==> src/hw/ct16_pkg.sv <==
/*
 * Package for the cascaded 16-bit timer: register offsets, field
 * positions, reset values, mode and clock-source codes and carriers.
 * Assumes a plain register port with read data one cycle after the strobe.
 */
package ct16_pkg;

  // Register offsets on the plain register port.
  localparam logic [3:0] ADDR_PERIOD_LO = 4'h0;
  localparam logic [3:0] ADDR_PERIOD_HI = 4'h1;
  localparam logic [3:0] ADDR_DUTY_LO   = 4'h2;
  localparam logic [3:0] ADDR_DUTY_HI   = 4'h3;
  localparam logic [3:0] ADDR_CTRL      = 4'h4;
  localparam logic [3:0] ADDR_CNT_LO    = 4'h5;
  localparam logic [3:0] ADDR_CNT_HI    = 4'h6;

  // Control register field positions.
  localparam int CTRL_MODE_LSB = 0;
  localparam int CTRL_RUN_BIT  = 3;
  localparam int CTRL_SRC_LSB  = 4;
  localparam int CTRL_FFIV_BIT = 7;

  // Reset values.
  localparam logic [7:0]  CTRL_RESET   = 8'h00;
  localparam logic [15:0] PERIOD_RESET = 16'hffff;
  localparam logic [15:0] DUTY_RESET   = 16'hffff;

  // Operating modes held in the control register.
  localparam logic [2:0] MODE_EVENT  = 3'h0;
  localparam logic [2:0] MODE_PWM    = 3'h1;
  localparam logic [2:0] MODE_PULSE  = 3'h2;
  localparam logic [2:0] MODE_WARMUP = 3'h3;

  // Count sources: internal prescaled tick or external pin edge.
  localparam logic [2:0] SRC_EXT  = 3'h0;
  localparam logic [2:0] SRC_TICK = 3'h1;

  // Prescaler for the internal tick, in system clock cycles.
  localparam logic [7:0] PRESCALE_DIV = 8'h08;

  typedef struct packed {
    logic       we;
    logic       re;
    logic [3:0] addr;
    logic [7:0] wdata;
  } ct16_bus_t;

  typedef struct packed {
    logic ffiv;
    logic [2:0] src;
    logic run;
    logic [2:0] mode;
  } ct16_ctrl_t;

endpackage

==> src/hw/ct16_timer.sv <==
/*
 * Cascaded 16-bit timer: event counter, 16-bit PWM, pulse generator and
 * warm-up counter, with one output flip-flop and a cascade interrupt.
 * Assumes all inputs, including the event pin, are synchronous to I_CLK.
 */
`timescale 1ns/10ps
`default_nettype none

// Functional notes
// - Event mode counts falling edges of the event input pin.
// - After run, period match interrupts and clears; counting resumes.
// - Event-mode period registers are unbuffered and act at once.
// - PWM toggles on duty match, toggles and clears on overflow, interrupts.
// - PWM and pulse modes count internal tick or external pin edges.
// - Flip-flop loads initial value, resets to zero; pin drives its inverse.
// - PWM duty buffered: loads on interrupt if running, else at once.
// - Duty read while PWM runs returns the active value.
// - Stopping holds the pin level; initial value changes only after stop.
// - Pulse mode toggles on duty match, toggles and clears on period match.
// - Pulse-mode duty and period are unbuffered.
// - Warm-up mode times oscillator settling in either direction.
// - Warm-up compares only the upper period byte.
module ct16_timer (
  // Clock and reset.
  input  wire logic       I_CLK,
  input  wire logic       I_ARST_N,
  // Register port.
  input  wire logic       I_WE,
  input  wire logic       I_RE,
  input  wire logic [3:0] I_ADDR,
  input  wire logic [7:0] I_WDATA,
  output logic      [7:0] O_RDATA,
  // External pins.
  input  wire logic       I_EVENT_PIN,
  output logic            O_PWM_N,
  output logic            O_PULSE_N,
  output logic            O_IRQ
);

  ////////////////////////////////////////////////////////////////////////
  // Register port and control state.

  ct16_pkg::ct16_bus_t  bus;
  ct16_pkg::ct16_ctrl_t ctrl;

  logic [7:0]  ctrl_ff;
  logic [15:0] period_ff;
  logic [15:0] duty_wr_ff;
  logic [15:0] duty_act_ff;
  logic [15:0] cnt_ff;
  logic        ff_ff;
  logic        pin_d_ff;
  logic [7:0]  pre_ff;
  logic [7:0]  rdata_ff;
  logic        irq_ff;
  logic        duty_pend_ff;

  assign bus  = '{we: I_WE, re: I_RE, addr: I_ADDR, wdata: I_WDATA};
  assign ctrl = ctrl_ff;

  wire wr_ctrl = bus.we && (bus.addr == ct16_pkg::ADDR_CTRL);
  wire wr_plo  = bus.we && (bus.addr == ct16_pkg::ADDR_PERIOD_LO);
  wire wr_phi  = bus.we && (bus.addr == ct16_pkg::ADDR_PERIOD_HI);
  wire wr_dlo  = bus.we && (bus.addr == ct16_pkg::ADDR_DUTY_LO);
  wire wr_dhi  = bus.we && (bus.addr == ct16_pkg::ADDR_DUTY_HI);

  wire       running  = ctrl.run;
  wire       is_pwm   = (ctrl.mode == ct16_pkg::MODE_PWM);
  wire       is_pulse = (ctrl.mode == ct16_pkg::MODE_PULSE);
  wire       is_warm  = (ctrl.mode == ct16_pkg::MODE_WARMUP);
  wire       is_event = (ctrl.mode == ct16_pkg::MODE_EVENT);
  wire       out_mode = is_pwm || is_pulse;

  // Duty readback shows the active value while PWM runs.
  wire [15:0] duty_rd = (is_pwm && running) ? duty_act_ff : duty_wr_ff;

  logic [7:0] rd_sel;
  always_comb begin
    if (bus.addr == ct16_pkg::ADDR_PERIOD_LO) begin
      rd_sel = period_ff[7:0];
    end else if (bus.addr == ct16_pkg::ADDR_PERIOD_HI) begin
      rd_sel = period_ff[15:8];
    end else if (bus.addr == ct16_pkg::ADDR_DUTY_LO) begin
      rd_sel = duty_rd[7:0];
    end else if (bus.addr == ct16_pkg::ADDR_DUTY_HI) begin
      rd_sel = duty_rd[15:8];
    end else if (bus.addr == ct16_pkg::ADDR_CTRL) begin
      rd_sel = ctrl_ff;
    end else if (bus.addr == ct16_pkg::ADDR_CNT_LO) begin
      rd_sel = cnt_ff[7:0];
    end else if (bus.addr == ct16_pkg::ADDR_CNT_HI) begin
      rd_sel = cnt_ff[15:8];
    end else begin
      rd_sel = 8'h00;
    end
  end

  always_ff @(posedge I_CLK or negedge I_ARST_N) begin
    if (!I_ARST_N) begin
      rdata_ff <= 8'h00;
    end else if (bus.re) begin
      rdata_ff <= rd_sel;
    end
  end

  assign O_RDATA = rdata_ff;

  ////////////////////////////////////////////////////////////////////////
  // Count enable: internal prescaled tick or falling pin edge.

  wire pre_wrap = (pre_ff == ct16_pkg::PRESCALE_DIV - 8'h01);
  wire pin_fall = pin_d_ff && !I_EVENT_PIN;
  wire use_ext  = is_event || (ctrl.src == ct16_pkg::SRC_EXT);
  wire tick     = use_ext ? pin_fall : pre_wrap;
  wire step     = running && tick;

  always_ff @(posedge I_CLK or negedge I_ARST_N) begin
    if (!I_ARST_N) begin
      pre_ff   <= 8'h00;
      pin_d_ff <= 1'b1;
    end else begin
      pre_ff   <= pre_wrap ? 8'h00 : pre_ff + 8'h01;
      pin_d_ff <= I_EVENT_PIN;
    end
  end

  ////////////////////////////////////////////////////////////////////////
  // Match detection and counter.

  // Warm-up compares only the upper byte of the period.
  wire per_hit  = is_warm ? (cnt_ff[15:8] == period_ff[15:8])
                          : (cnt_ff == period_ff);
  wire duty_hit = (cnt_ff == duty_act_ff);
  wire ovf      = (cnt_ff == 16'hffff);

  // Clear event per mode: overflow in PWM, period match elsewhere.
  wire clr_evt  = step && (is_pwm ? ovf : per_hit);
  wire tog_duty = step && out_mode && duty_hit && !clr_evt;
  wire tog_clr  = clr_evt && out_mode;
  wire [15:0] nxt_cnt = clr_evt ? 16'h0000 : cnt_ff + 16'h0001;

  always_ff @(posedge I_CLK or negedge I_ARST_N) begin
    if (!I_ARST_N) begin
      cnt_ff <= 16'h0000;
      irq_ff <= 1'b0;
    end else begin
      if (step) begin
        cnt_ff <= nxt_cnt;
      end
      irq_ff <= clr_evt;
    end
  end

  assign O_IRQ = irq_ff;

  ////////////////////////////////////////////////////////////////////////
  // Registers: period unbuffered; duty buffered only in running PWM.

  wire ctrl_starts = wr_ctrl && bus.wdata[ct16_pkg::CTRL_RUN_BIT];
  wire duty_load   = (is_pwm && running) ? (clr_evt && duty_pend_ff)
                                         : 1'b0;

  always_ff @(posedge I_CLK or negedge I_ARST_N) begin
    if (!I_ARST_N) begin
      ctrl_ff      <= ct16_pkg::CTRL_RESET;
      period_ff    <= ct16_pkg::PERIOD_RESET;
      duty_wr_ff   <= ct16_pkg::DUTY_RESET;
      duty_act_ff  <= ct16_pkg::DUTY_RESET;
      duty_pend_ff <= 1'b0;
    end else begin
      if (wr_ctrl) begin
        ctrl_ff <= bus.wdata;
      end
      if (wr_plo) begin
        period_ff[7:0] <= bus.wdata;
      end
      if (wr_phi) begin
        period_ff[15:8] <= bus.wdata;
      end
      if (wr_dlo) begin
        duty_wr_ff[7:0] <= bus.wdata;
      end
      if (wr_dhi) begin
        duty_wr_ff[15:8] <= bus.wdata;
      end
      // Buffered copy moves on the interrupt, else follows at once.
      if (duty_load) begin
        duty_act_ff <= duty_wr_ff;
      end else if (!(is_pwm && running)) begin
        duty_act_ff <= duty_wr_ff;
      end
      // A new write wins over the load that consumes the pending flag.
      if (wr_dlo || wr_dhi) begin
        duty_pend_ff <= 1'b1;
      end else if (duty_load) begin
        duty_pend_ff <= 1'b0;
      end
    end
  end

  ////////////////////////////////////////////////////////////////////////
  // Output flip-flop and inverted pins.

  // Initial value loads only while stopped and not on the stop write.
  wire ff_init = wr_ctrl && !running && !ctrl_starts
                 && !ctrl_ff[ct16_pkg::CTRL_RUN_BIT];
  wire ff_load_start = ctrl_starts && !running;
  wire nxt_ff = bus.wdata[ct16_pkg::CTRL_FFIV_BIT];

  always_ff @(posedge I_CLK or negedge I_ARST_N) begin
    if (!I_ARST_N) begin
      ff_ff <= 1'b0;
    end else if (ff_init || ff_load_start) begin
      ff_ff <= nxt_ff;
    end else if (tog_duty || tog_clr) begin
      ff_ff <= !ff_ff;
    end
  end

  // Pins show the inverse; stopping freezes the flip-flop.
  assign O_PWM_N   = !ff_ff;
  assign O_PULSE_N = !ff_ff;

  ////////////////////////////////////////////////////////////////////////
  // Checks.

  irq_pulse_a: assert property (
    @(posedge I_CLK) disable iff (!I_ARST_N)
    O_IRQ |=> !O_IRQ)
    else $error("interrupt longer than one cycle");

  clear_irq_a: assert property (
    @(posedge I_CLK) disable iff (!I_ARST_N)
    clr_evt |=> (O_IRQ && cnt_ff == 16'h0000))
    else $error("clear without interrupt");

  event_edge_a: assert property (
    @(posedge I_CLK) disable iff (!I_ARST_N)
    (running && is_event && !pin_fall) |=> $stable(cnt_ff))
    else $error("event counter moved without edge");

  pin_inv_a: assert property (
    @(posedge I_CLK) disable iff (!I_ARST_N)
    (O_PWM_N == !ff_ff) && (O_PULSE_N == O_PWM_N))
    else $error("pin not inverse of flip-flop");

  pwm_ovf_a: assert property (
    @(posedge I_CLK) disable iff (!I_ARST_N)
    (step && is_pwm && ovf) |=> (O_IRQ && ff_ff != $past(ff_ff)))
    else $error("pwm overflow did not toggle");

  stop_hold_a: assert property (
    @(posedge I_CLK) disable iff (!I_ARST_N)
    (!running && !wr_ctrl) |=> $stable(ff_ff))
    else $error("output moved while stopped");

  // The write that stops the timer must leave the output level alone.
  stop_write_a: assert property (
    @(posedge I_CLK) disable iff (!I_ARST_N)
    (wr_ctrl && running && !ctrl_starts && !step) |=> $stable(ff_ff))
    else $error("stop write changed the output");

  duty_buf_a: assert property (
    @(posedge I_CLK) disable iff (!I_ARST_N)
    (is_pwm && running && !clr_evt && !wr_ctrl) |=> $stable(duty_act_ff))
    else $error("duty changed mid period");

  // Outside a PWM run the active duty tracks the written one next cycle.
  duty_follow_a: assert property (
    @(posedge I_CLK) disable iff (!I_ARST_N)
    !(is_pwm && running) |=> duty_act_ff == $past(duty_wr_ff))
    else $error("duty copy did not follow while stopped");

  period_now_a: assert property (
    @(posedge I_CLK) disable iff (!I_ARST_N)
    wr_phi |=> period_ff[15:8] == $past(bus.wdata))
    else $error("period write did not act at once");

  tick_only_a: assert property (
    @(posedge I_CLK) disable iff (!I_ARST_N)
    (running && !use_ext && !pre_wrap) |=> $stable(cnt_ff))
    else $error("counter moved between prescaler ticks");

  warm_cmp_a: assert property (
    @(posedge I_CLK) disable iff (!I_ARST_N)
    (step && is_warm && cnt_ff[15:8] == period_ff[15:8]) |=>
    cnt_ff == 16'h0000)
    else $error("warm-up upper byte miss");

  duty_read_a: assert property (
    @(posedge I_CLK) disable iff (!I_ARST_N)
    (bus.re && bus.addr == ct16_pkg::ADDR_DUTY_LO && is_pwm && running)
    |=> O_RDATA == $past(duty_act_ff[7:0]))
    else $error("duty read not active value");

  pulse_gen_a: assert property (
    @(posedge I_CLK) disable iff (!I_ARST_N)
    (step && is_pulse && duty_hit && !per_hit) |=> ff_ff != $past(ff_ff))
    else $error("pulse duty match did not toggle");

  cov_pwm_c:   cover property (@(posedge I_CLK) tog_clr && is_pwm);
  cov_pulse_c: cover property (@(posedge I_CLK) tog_duty && is_pulse);
  cov_event_c: cover property (@(posedge I_CLK) clr_evt && is_event);
  cov_warm_c:  cover property (@(posedge I_CLK) clr_evt && is_warm);
  cov_init_c:  cover property (@(posedge I_CLK) ff_init);

endmodule

`default_nettype wire

==> config.mk <==
export PLATFORM = sky130hd
export DESIGN_NAME = ct16_timer
export DESIGN_NICKNAME = d
export VERILOG_FILES = /design/src/hw/ct16_pkg.sv /design/src/hw/ct16_timer.sv
export SDC_FILE = /design/constraint.sdc
export NUM_CORES = 1
export LEC_CHECK = 0
export ABC_CLOCK_PERIOD_IN_PS = 2900
export BUFFER_PORTS_ARGS = -buffer_cell sky130_fd_sc_hd__buf_4
export CORE_AREA = 8 8 103 105
export DETAILED_ROUTE_END_ITERATION = 16
export DIE_AREA = 0 0 111 113
export GPL_ROUTABILITY_DRIVEN = 0
export GPL_TIMING_DRIVEN = 0
export PLACE_DENSITY = 0.81
export SLEW_MARGIN = 20
export SYNTH_ARGS = -nofsm -noshare
export SYNTH_HDL_FRONTEND = slang
export SYNTH_SLANG_ARGS = --single-unit
==> constraint.sdc <==
create_clock -name I_CLK -period 2.9 [get_ports I_CLK]
set_input_delay 0.29 -clock I_CLK [delete_from_list [all_inputs] [get_ports I_CLK]]
set_output_delay 0.29 -clock I_CLK [all_outputs]
set_load 0.05 [all_outputs]
==> flow_summary.yaml <==
floorplanning:
  io_pins: 28
  start_util: 0.582
  die-area_mm2: 0.0125
  die_x_um: 111
  rows: 35
  die_height_um: 113
  core_area_mm2: 0.00898
place:
  dp_slack_ns: 0.363
  place_hpwl_um: 10100
  post-place-cells: 631
  io_buffers: 25
detailed_routing:
  vias: 4270
  vias_per_cell: 6.60
  drt_iter0_markers: 482
  wire_per_inst_um: 21.4
  routed_wl_um: 13900
  drc_errors: 0
  ant_nets: 0
  first_pass_iters: 5
setup_path:
  worstPathArrival_ns: 2.94
  crit_fanout: 10
  cp.buffers_inverters: 2
  r2r_start: "cnt_ff[1]"
  cp-start-kind: "register"
  cp_slowest_cell: "dfrtp_1"
  max_stage_delay_ns: 0.52
  r2r-end: "duty_act_ff[9]"
  crit_family: "buffers and inverters"
  crit_type: "register to register"
  reg2reg_slack_ns: 0.26
  r2r_cells: 8
  crit_path_cell_trace: "ha_1 > nand3_1 > nor2_1 > and3_1 > clkbuf_1 > clkbuf_1 > o2111ai_1 > o211ai_2"
  cp.required_ns: 3.20
  endpoint_kind: "register"
  crit_top_cell: "clkbuf_1"
clock_tree:
  ctsLongestPathBuffers: 2
  clk_pin_slew_ns: 0.10
  cts_tree: "done"
  clock_sink_count: 92
  cts_root_buf: "clkbuf_8"
  cts_max_level: 3
  clock_latency_ns: 0.37
  cts_setup_buffers: 0
  numCtsBuffers: 9
  holdBufCountCts: 0
  cts_resized: 0
synth:
  ys_warn_count: 0
  synth_area_per_cell_um2: 10.6
  synthTopCellsByCount: "dfstp_2 (49), mux2_2 (49), dfrtp_1 (43), nand2_1 (43), xnor2_1 (31)"
  synth_cells: 495
  synth-main-ff-cell: "dfstp_2"
  yosysTopAreaCellShare: 0.246
  ys_seq_elements: 92
  synth_cell_types: 48
  syn_area_mm2: 0.00523
  ys_seq_area_frac: 0.452
  yosys-top-cells-area: "dfstp_2 (25%), dfrtp_1 (21%), mux2_2 (11%)"
  async_flop_share: 1.00
  synth_nets: 514
  synth-edff-count: 0
  synth_largest_area_cell: "dfstp_2"
global_routing:
  grt_pass1_wl_um: 22500
  grt_pass1_vias: 4325
  antenna_found_initial: 0
  grt_max_degree: 93
  overflow: 0
  gr-usage-all-layers: 0.222
run_status:
  violations: "hold timing"
  status: "finished with violations"
min_path:
  min_path_type: "primary input to asynchronous set/reset pin"
power_and_ir_drop:
  powerDensity_mw_per_mm2: 642
  power.leakage_nw: 2.40
  ir_drop_uv: 479
  p_total_mw: 3.68
timing:
  rsz0062_at_grt: "false"
  worst_pin_slew_ns: 0.817
  fin_ws_ns: 0.264
  post-route-period-util: 0.909
  clock_skew_ns: 0.0126
  fin_crit_ns: 2.64
  slew_viol_final: 0
  hold_violations: 19
  fin_setup_tns_ns: 0
  setup_viol: 0
  fmax_mhz: 379
  holdWs_ns: -0.0104
  relSlewSlack: 0.450
final_layout:
  drive_gt1_frac: 0.325
  finalNonFillerCells: 647
  antennaDiodeCount: 0
  final_nets: 550
  area_growth_pct: 9.82
run:
  maxCapViolCount: 0
logic make-up (layout without fill, tap and decap cells):
family,Yosys count,after routing,share of synthesized area
mux,57,57,0.122
flops,92,92,0.452
xor+xnor,49,49,0.0821
compound gates,103,103,0.149
buf+inv,48,89,0.0433
fa+ha+maj,2,2,0.00479
simple gates,144,144,0.147
where the power goes:
group | leakage, nW | switching [mW] | internal [mW]
sequential | 1.06 | 0.291 | 1.65
clock | 0.0873 | 0.503 | 0.331
combinational | 1.26 | 0.475 | 0.435
worst max path at each step:
stage / start / endpoint / depth (start not counted)
2_1_floorplan: pre_ff[3] / duty_act_ff[10] / 8
3_3_place_gp: cnt_ff[1] / duty_act_ff[8] / 8
3_5_place_dp: cnt_ff[1] / duty_act_ff[9] / 8
4_1_cts: cnt_ff[1] / duty_act_ff[9] / 8
5_1_grt: cnt_ff[1] / duty_act_ff[9] / 8
6_report: cnt_ff[1] / duty_act_ff[9] / 8
sequential cells by signal, summed over array words and instances, names as in the netlist:
| signal | flops |
|---|---|
| cnt_ff | 16 |
| duty_act_ff | 16 |
| duty_wr_ff | 16 |
| period_ff | 16 |
| O_RDATA | 8 |
| ctrl | 8 |
| pre_ff | 8 |
| O_IRQ | 1 |
| duty_pend_ff | 1 |
| ff_ff | 1 |
| pin_d_ff | 1 |
placed cells by master (no fill, tap or decap), types with 3 or more instances in the layout:
cell type / count
buf_4: 27
o211ai_1: 7
nor2_1: 18
nand3_1: 16
nor2b_1: 6
and4_1: 4
dfrtp_1: 43
clkbuf_8: 9
inv_1: 5
o31ai_1: 3
a22oi_1: 14
and3_1: 10
xnor2_1: 31
and2_1: 8
nor3_1: 4
o21ai_0: 5
a21oi_1: 24
xor2_1: 18
a22o_1: 4
mux2i_1: 7
nand2_1: 43
buf_2: 15
a2bb2oi_1: 6
nand2b_1: 6
dfstp_2: 49
o2111ai_1: 16
o211ai_2: 10
o22ai_1: 8
mux2_2: 49
nand4_1: 18
clkbuf_1: 23
worst reg2reg max path, cell delays in order (launching register included):
cell and delay, ns:
dfrtp_1 0.52, ha_1 0.26, nand3_1 0.12, nor2_1 0.38, and3_1 0.23, clkbuf_1 0.28
clkbuf_1 0.47, o2111ai_1 0.22, o211ai_2 0.10
cell type report:
type / instances / area [µm²]
fill: 682 / 3240
multi-input combinational: 355 / 2640
sequential: 92 / 2360
buffer: 43 / 208
timing repair buffer: 25 / 191
tap: 111 / 139
clock buffer: 10 / 128
clock inverter: 6 / 55.1
inverter: 5 / 18.8
per-stage QoR:
step           hold WS, ns  area, µm²  utilization
2_1_floorplan     -0.00559       5230            -
3_3_place_gp         0.409       5550        0.619
5_1_grt             0.0115       5740        0.639
3_5_place_dp         0.413       5550        0.619
6_report           -0.0104       5740        0.639
4_1_cts             0.0216       5740        0.639
layer usage:
layer	GRT usage	share of wire	vias to the layer above
met5	0	0	-
met4	0.108	0.042	0
li1	-	-	1876
met3	0.0418	0.079	49
met1	0.286	0.41	2104
met2	0.352	0.47	241
Note: power is estimated with default switching activity, not from simulation.
